===== src/aqs_pkg.sv =====
// How it works
// RULE1 - step 1 joins the auxiliary converter sequence only while step1_include_bit is 1, else it is skipped.
// RULE2 - step1_gain_code drives the converter gain during step 1: 00 is gain 1, 01 is gain 2, 10 and 11 are gain 4.
// RULE3 - during step 1 step1_negative_select connects analog_ground_ref when 0 and external_input_7 when 1.
// RULE4 - in step 1 a step1_positive_select code n from 0000 to 0111 routes external input n to the positive input.
// RULE5 - codes 1000 and up pick the negative input internally and ignore step1_negative_select.
// RULE6 - code 1000 picks the temperature sensor, 1001 an internal short to ground with inputs open, 1010 the test DAC.
// RULE7 - codes 1011 to 1111 pick the scaled supply monitors, with 1111 being digital_power_input divided by 103.
// RULE8 - aux_sequence_step1_config sits at address 0x91 and resets to 0x0001.
// RULE9 - reserved bits 12 down to 5 read as zero and ignore written values.
package aqs_pkg;

  localparam logic [7:0] ADDR_STEP1_CFG = 8'h91;
  localparam logic [7:0] ADDR_STATUS = 8'hF0;
  localparam logic [7:0] ADDR_TAKE_COUNT = 8'hF1;

  localparam logic [15:0] CFG_RESET = 16'h0001;
  localparam logic [15:0] COUNT_RESET = 16'h0000;

  localparam int EN_BIT = 15;
  localparam int GAIN_HI = 14;
  localparam int GAIN_LO = 13;
  localparam int NEG_BIT = 4;
  localparam int POS_HI = 3;
  localparam int POS_LO = 0;
  localparam int STAT_APPLY_BIT = 0;
  localparam int STAT_AUTONEG_BIT = 1;
  localparam int STAT_PENDING_BIT = 2;

  localparam logic [1:0] GAIN_CODE_X1 = 2'h0;
  localparam logic [1:0] GAIN_CODE_X2 = 2'h1;

  localparam logic [3:0] POS_TEMP = 4'h8;
  localparam logic [3:0] POS_SHORT = 4'h9;
  localparam logic [3:0] POS_TEST_DAC = 4'hA;
  localparam logic [3:0] POS_SUPPLY_FIRST = 4'hB;

  typedef struct packed {
    logic enable;
    logic [1:0] gainCode;
    logic negSel;
    logic [3:0] posSel;
  } aqs_cfg_t;

  // gainSel is one-hot: bit0 gain 1, bit1 gain 2, bit2 gain 4
  // supplyMon index 0 is code 1011, index 4 is code 1111 (digital power / 103)
  typedef struct packed {
    logic [2:0] gainSel;
    logic negGround;
    logic negExt7;
    logic negAuto;
    logic [7:0] extIn;
    logic tempSensor;
    logic shortGnd;
    logic testDac;
    logic [4:0] supplyMon;
  } aqs_route_t;

  typedef enum logic [1:0] {
    ST_IDLE = 2'h1,
    ST_APPLY = 2'h2
  } aqs_state_t;

endpackage


===== src/aqs_route_decode.sv =====
`timescale 1ns/10ps
`default_nettype none
module aqs_route_decode
  import aqs_pkg::*;
(
  input wire aqs_cfg_t cfg,
  output var aqs_route_t route
);

  always_comb
  begin
    route = '0;
    case (cfg.gainCode)
      GAIN_CODE_X1: route.gainSel = 3'h1; // see RULE2
      GAIN_CODE_X2: route.gainSel = 3'h2; // see RULE2
      default: route.gainSel = 3'h4; // see RULE2
    endcase
    if (!cfg.posSel[3])
    begin
      route.extIn[cfg.posSel[2:0]] = 1'b1; // see RULE4
      route.negGround = ~cfg.negSel; // see RULE3
      route.negExt7 = cfg.negSel; // see RULE3
    end
    else
    begin
      // internal sources pick their own return, the select bit is dropped
      route.negAuto = 1'b1; // see RULE5
      if (cfg.posSel == POS_TEMP)
      begin
        route.tempSensor = 1'b1; // see RULE6
      end
      else if (cfg.posSel == POS_SHORT)
      begin
        route.shortGnd = 1'b1; // see RULE6
      end
      else if (cfg.posSel == POS_TEST_DAC)
      begin
        route.testDac = 1'b1; // see RULE6
      end
      else
      begin
        route.supplyMon[3'(cfg.posSel - POS_SUPPLY_FIRST)] = 1'b1; // see RULE7
      end
    end
  end

endmodule
`default_nettype wire


===== src/aqs_step1_config.sv =====
// The strobed register port was chosen for this implementation.
`timescale 1ns/10ps
`default_nettype none
module aqs_step1_config
  import aqs_pkg::*;
(
  input wire logic clk,
  input wire logic nrst,
  input wire logic [7:0] regAddr,
  input wire logic [15:0] regWdata,
  input wire logic regWrite,
  input wire logic regRead,
  output logic [15:0] regRdata,
  input wire logic seqStepReq,
  input wire logic seqStepDone,
  output logic stepTake,
  output logic stepSkip,
  output logic frontEndValid,
  output logic [2:0] gainSel,
  output logic negGround,
  output logic negExt7,
  output logic negAuto,
  output logic [7:0] extIn,
  output logic tempSensor,
  output logic shortGnd,
  output logic testDac,
  output logic [4:0] supplyMon,
  output logic step1Include,
  output logic [1:0] step1GainCode,
  output logic step1NegativeSelect,
  output logic [3:0] step1PositiveSelect
);

  typedef struct packed {
    aqs_cfg_t cfg;
    aqs_cfg_t snap;
    aqs_route_t route;
    aqs_state_t state;
    logic pending;
    logic [15:0] takeCount;
    logic [15:0] rdata;
  } aqs_core_t;

  aqs_core_t core_reg;
  aqs_core_t core_next;
  aqs_route_t liveRoute;
  aqs_cfg_t wordCfg;
  logic cfgWrite;
  logic countWrite;

  function automatic aqs_cfg_t cfg_from_word(input logic [15:0] w);
    aqs_cfg_t c;
    c.enable = w[EN_BIT];
    c.gainCode = w[GAIN_HI:GAIN_LO];
    c.negSel = w[NEG_BIT];
    c.posSel = w[POS_HI:POS_LO];
    return c;
  endfunction

  // reserved positions are simply never stored, so they read back as zero
  function automatic logic [15:0] word_from_cfg(input aqs_cfg_t c);
    logic [15:0] w;
    w = 16'h0000; // see RULE9
    w[EN_BIT] = c.enable;
    w[GAIN_HI:GAIN_LO] = c.gainCode;
    w[NEG_BIT] = c.negSel;
    w[POS_HI:POS_LO] = c.posSel;
    return w;
  endfunction

  function automatic aqs_core_t core_reset();
    aqs_core_t r;
    r = '0;
    r.cfg = cfg_from_word(CFG_RESET); // see RULE8
    r.snap = cfg_from_word(CFG_RESET);
    r.state = ST_IDLE;
    r.takeCount = COUNT_RESET;
    return r;
  endfunction

  assign wordCfg = cfg_from_word(regWdata);
  assign cfgWrite = regWrite && (regAddr == ADDR_STEP1_CFG); // see RULE8
  assign countWrite = regWrite && (regAddr == ADDR_TAKE_COUNT);

  // the front end is fed from a snapshot taken when the step starts, so a
  // write landing mid-conversion cannot switch the mux under a live sample
  aqs_route_decode u_decode (
    .cfg(core_reg.snap),
    .route(liveRoute)
  );

  // include decision is answered in the same cycle as the request
  assign stepTake = seqStepReq && core_reg.cfg.enable && (core_reg.state == ST_IDLE); // see RULE1
  assign stepSkip = seqStepReq && !core_reg.cfg.enable && (core_reg.state == ST_IDLE); // see RULE1

  always_comb
  begin
    core_next = core_reg;
    core_next.rdata = 16'h0000;

    if (cfgWrite)
    begin
      core_next.cfg = wordCfg; // see RULE9
    end

    case (core_reg.state)
      ST_IDLE:
      begin
        core_next.route = '0;
        if (stepTake)
        begin
          core_next.snap = cfgWrite ? wordCfg : core_reg.cfg;
          core_next.state = ST_APPLY;
        end
      end
      ST_APPLY:
      begin
        core_next.route = liveRoute; // see RULE2
        if (seqStepDone)
        begin
          core_next.state = ST_IDLE;
          core_next.route = '0;
        end
      end
      default:
      begin
        core_next.state = ST_IDLE;
        core_next.route = '0;
      end
    endcase

    // pending marks a write that will only reach the front end next step;
    // a new write in the closing cycle keeps it set
    if (cfgWrite && (core_reg.state == ST_APPLY))
    begin
      core_next.pending = 1'b1;
    end
    else if (core_reg.state == ST_IDLE)
    begin
      core_next.pending = 1'b0;
    end

    if (countWrite)
    begin
      core_next.takeCount = COUNT_RESET;
    end
    else if (stepTake)
    begin
      core_next.takeCount = core_reg.takeCount + 16'h0001;
    end

    if (regRead)
    begin
      case (regAddr)
        ADDR_STEP1_CFG:
        begin
          core_next.rdata = word_from_cfg(core_reg.cfg); // see RULE9
        end
        ADDR_STATUS:
        begin
          core_next.rdata[STAT_APPLY_BIT] = (core_reg.state == ST_APPLY);
          core_next.rdata[STAT_AUTONEG_BIT] = core_reg.route.negAuto;
          core_next.rdata[STAT_PENDING_BIT] = core_reg.pending;
        end
        ADDR_TAKE_COUNT:
        begin
          core_next.rdata = core_reg.takeCount;
        end
        default:
        begin
          core_next.rdata = 16'h0000;
        end
      endcase
    end
  end

  always_ff @(posedge clk or negedge nrst)
  begin
    if (!nrst)
    begin
      core_reg <= core_reset();
    end
    else
    begin
      core_reg <= core_next;
    end
  end

  assign regRdata = core_reg.rdata;
  assign frontEndValid = (core_reg.state == ST_APPLY);
  assign gainSel = core_reg.route.gainSel;
  assign negGround = core_reg.route.negGround;
  assign negExt7 = core_reg.route.negExt7;
  assign negAuto = core_reg.route.negAuto;
  assign extIn = core_reg.route.extIn;
  assign tempSensor = core_reg.route.tempSensor;
  assign shortGnd = core_reg.route.shortGnd;
  assign testDac = core_reg.route.testDac;
  assign supplyMon = core_reg.route.supplyMon;
  assign step1Include = core_reg.cfg.enable;
  assign step1GainCode = core_reg.cfg.gainCode;
  assign step1NegativeSelect = core_reg.cfg.negSel;
  assign step1PositiveSelect = core_reg.cfg.posSel;

endmodule
`default_nettype wire


===== config.mk =====
export PLATFORM = sky130hd
export DESIGN_NAME = aqs_step1_config
export DESIGN_NICKNAME = d
export VERILOG_FILES = /design/src/aqs_pkg.sv /design/src/aqs_route_decode.sv /design/src/aqs_step1_config.sv
export SDC_FILE = /design/constraint.sdc
export NUM_CORES = 1
export LEC_CHECK = 0
export ABC_AREA = 1
export BUFFER_PORTS_ARGS = -buffer_cell sky130_fd_sc_hd__buf_2
export CAP_MARGIN = 20
export CORE_MARGIN = 10
export CORE_UTILIZATION = 30
export CTS_CLUSTER_SIZE = 20
export DETAILED_ROUTE_END_ITERATION = 10
export SLEW_MARGIN = 20
export SYNTH_ARGS = -nofsm -noshare
export SYNTH_HDL_FRONTEND = slang
export SYNTH_SLANG_ARGS = --single-unit

===== constraint.sdc =====
create_clock -name clk -period 2.9 [get_ports clk]
set_input_delay 0.58 -clock clk [delete_from_list [all_inputs] [get_ports clk]]
set_output_delay 0.58 -clock clk [all_outputs]
set_load 0.01 [all_outputs]

==> results <==
- The summed instance area of the synthesized netlist is 0.00373 mm².
- For this run, design rule violations remaining after detail routing come to 0.
- In this run the worst path has a maximum fanout of 15.
- The worst pin sits at a relative slew slack of 0.555.
- The finished layout holds between 600 and 700 standard cells, fillers aside.
- Of the total power, the share spent switching nets is 0.303.
- The worst setup path is captured at an output pin.
- The analysis attributes to net switching a power of 797 µW.
- The origin of the critical flop-to-flop path is core_reg[33]$_DFFE_PN1P_.
- The number of hold buffers added after CTS was 0.
- The filler cell count is between 1000 and 1500.
- For this design the top-level I/O count stands at 79.
- The die is 132 µm tall.
- The average instance in the mapped netlist occupies 8.29 µm².
- The remaining antenna violation count is 0.
- The post-synthesis cell count is 450.
- The post-synthesis cell type with the largest combined area is sky130_fd_sc_hd__dfrtp_1.
- After detailed routing, the average wire length per cell comes to 13.1 µm.
- The initial utilization of the core area, before any placement, comes to 0.308.
- The worst endpoint data arrival time is approximately 1.8 ns.
- The number of nets at the end of the flow is 524.
- The share of total power dissipated in combinational logic is 0.158.
- The clock-pin slew reported for the worst setup and hold paths after clock tree synthesis is 0.06 ns.
- The tree built by TritonCTS fans out to 72 sinks.
- Dividing the final minimum period by the clock period gives 0.832.
- Setup repair after global routing left no endpoint under its margin.
- The class of the tightest hold or removal check is input pin to asynchronous set/reset pin.
- The number of pins exceeding their max-slew limit in the final report is 0.
- Of the synthesized area, sequential elements account for 0.484.
- The total vias in the final route is 2814.
- The placeable core area is approximately 0.012 mm².
- The share of total power in the clock network is 0.390.
- Entering global routing, the biggest net connects 44 pins.
- The clock root buffer is sky130_fd_sc_hd__clkbuf_16.
- The top cell types in the final layout, fill and taps aside, are 105 x sky130_fd_sc_hd__nand2_1, 70 x sky130_fd_sc_hd__buf_2, 69 x sky130_fd_sc_hd__dfrtp_1.
- The number of setup buffers added after CTS is 0.
- The congestion estimate from routability-driven global placement came to 0.838.
- Wires add up to between 8000 and 9000 µm.
- The maximum clock rate is 414 MHz.
- The internal power component is 1840 µW.
- Before CTS, the worst setup slack after placement is 0.817 ns.
- The number of max-cap violations is 0.
- The library cell used most frequently in the layout, excluding fill and tap cells, is sky130_fd_sc_hd__nand2_1.
- Of the total power, registers draw 0.452.
- STA classifies the critical path startpoint as a register.
- The total overflow left after global routing is 0.
- The H-tree level count is 3.
- The share of post-route cells with drive strength above 1 is 0.240.
- The critical path starts at core_reg[33]$_DFFE_PN1P_.
- When the netlist entered floorplanning its net count stood at 487.
- The number of buffers on the longest clock path is 2.
- The first detailed-routing pass ran for 4 iterations.
- The violation count after the first detailed-routing iteration is 134.
- The number of antenna violations at the first check in global routing was 0.
- Setup total negative slack on the finished layout was measured at 0 ns.
- Compared with the post-synthesis result, the final layout area differs by 13.8%.
- The count of standard-cell rows is 40.
- The overall global routing resource usage is 0.103.
- The number of antenna diodes in the final layout is 0.
- After detailed routing, the number of vias per cell comes to 4.26.
- The total CTS buffers is 9.
- Setup slack closes at 0.486 ns.
- Setup violations remaining at the end of the flow were counted as 0.
- The number of flip-flops under the largest register name is 26.
- The number of different library cells used by synthesis comes to 32.
- The count of yosys warnings during synthesis is 0.
- The required arrival time at the worst endpoint is 2.32 ns.
- The post-synthesis sequential element count is 72.
- The floorplan step defined a die boundary enclosing 0.0173 mm².
- TritonCTS built the clock tree.
- The area share of the leading cell type in the synthesized netlist is 0.463.
- The worst-path cell with the longest stage delay is sky130_fd_sc_hd__dfstp_2.
- IR analysis of the VDD net gives a maximum drop of 0.206 mV.
- Subtracting the final worst setup slack from the clock period gives 2.41 ns.
- Ranked by total cell area, the synthesized netlist is headed by sky130_fd_sc_hd__dfrtp_1 46%, sky130_fd_sc_hd__nand2_1 11%, sky130_fd_sc_hd__buf_4 7.8%, sky130_fd_sc_hd__nor2_1 5.9%, sky130_fd_sc_hd__inv_1 5.4%.
- The HPWL after detailed placement is 6630 µm.
- The worst-case clock skew is 0.00803 ns.
- The number of port buffers is 70.
- Walking the worst path, the cells encountered are ha_1 > nand3_4 > clkinv_2 > buf_2.
- For this run, the slowest stage of the critical path takes ~0.53 ns.
- The run finished with clean final reports.
- In this run the horizontal extent of the chip is roughly 130 µm.
- The number of placed cells counting well taps is 644.
- The number of gates resized after CTS was 0.
- The global-route wire length before repair is around 15000 µm.
- Dividing total power by cell area gives a power density of around 620 mW/mm².
- The analysis attributes to cell leakage a power of 0.00227 µW.
- The clock insertion delay at the later pin of the skew report is 0.33 ns.
- The number of global-route vias before repair is 2955.
- The type of the setup path with the least slack is register to output pin.
- At the pin with the least slew margin, the transition time is roughly 0.67 ns.
- The number of hold violations in the final report was 0.
cells by family (layout without fill, tap and decap cells):
group                    count (synthesis)  in the layout  share of synthesized area
adder cells (fa/ha/maj)                  7              7                     0.0235
AO/OA/AOI/OAI                           13             13                     0.0188
buffers and inverters                  104            146                      0.153
XOR/XNOR                                 2              2                    0.00470
AND/OR/NAND/NOR                        252            252                      0.317
flip-flops                              72             72                      0.484
critical path, delay by kind of cell (launching register included):
family,cells,cell delay (ns)
buffers and inverters,2,0.49
adder cells (fa/ha/maj),1,0.25
flip-flops,1,0.53
AND/OR/NAND/NOR,1,0.24
routing by layer:
layer	up-vias	share of wire	global-route usage
met1	1323	0.41	0.114
met5	-	0	0
met3	8	0.053	0.0370
met4	0	0.012	0.0346
li1	1421	-	-
met2	62	0.52	0.178
final timing paths:
kind,to,slack [ns],cells past startpoint
setup / recovery,stepTake,0.49,4
hold / removal,regRdata[0]$_DFF_PN0_,0.28,1
setup reg to reg,core_reg[22]$_DFFE_PN0P_,1.03,8
hold reg to reg,negGround$_DFF_PN0_,0.46,1
max in group asynchronous,core_reg[33]$_DFFE_PN1P_,1.90,2
min in group clk,negGround$_DFF_PN0_,0.46,1
power by group through the flow:
stage | sequential [µW] | combinational, µW | clock (µW)
2_1_floorplan | 1170 | 318 | 0
3_3_place_gp | 1200 | 403 | 0
3_5_place_dp | 1210 | 418 | 0
4_1_cts | 1190 | 423 | 1060
5_1_grt | 1210 | 501 | 1100
6_report | 1190 | 415 | 1030
cells in the mapped netlist, drive strengths merged:
library cell and number:
and2 8, nand3 40, clkbuf 1, dfrtp 69, o21ai 2, a21oi 9, dfstp 3, xor2 1
nor3b 1, buf 44, nand4 3, nor2 70, ha 7, clkinv 2, a22oi 1, nor4 2
inv 57, o21bai 1, nor3 15, nand2 113, xnor2 1
layout make-up:
type                       instances  area, µm²  area share
sequential                        72       1810       0.425
timing repair buffer              71        370      0.0872
clock buffer                      10        239      0.0563
clock inverter                     6       43.8      0.0103
inverter                          59        223      0.0524
multi-input combinational        274       1360       0.319
tap                              168        210      0.0495
per-stage QoR:
step                      utilization  power, µW  hold WS (ns)  cell area [µm²]
after global placement          0.327       1600         0.458             3970
after global routing            0.351       2810         0.344             4250
after detailed placement        0.327       1620         0.457             3970
after CTS                       0.351       2680         0.294             4250
final                           0.351       2630         0.282             4250
after floorplan                     -       1490         0.284             3730
(Power assumes the default switching activity.)
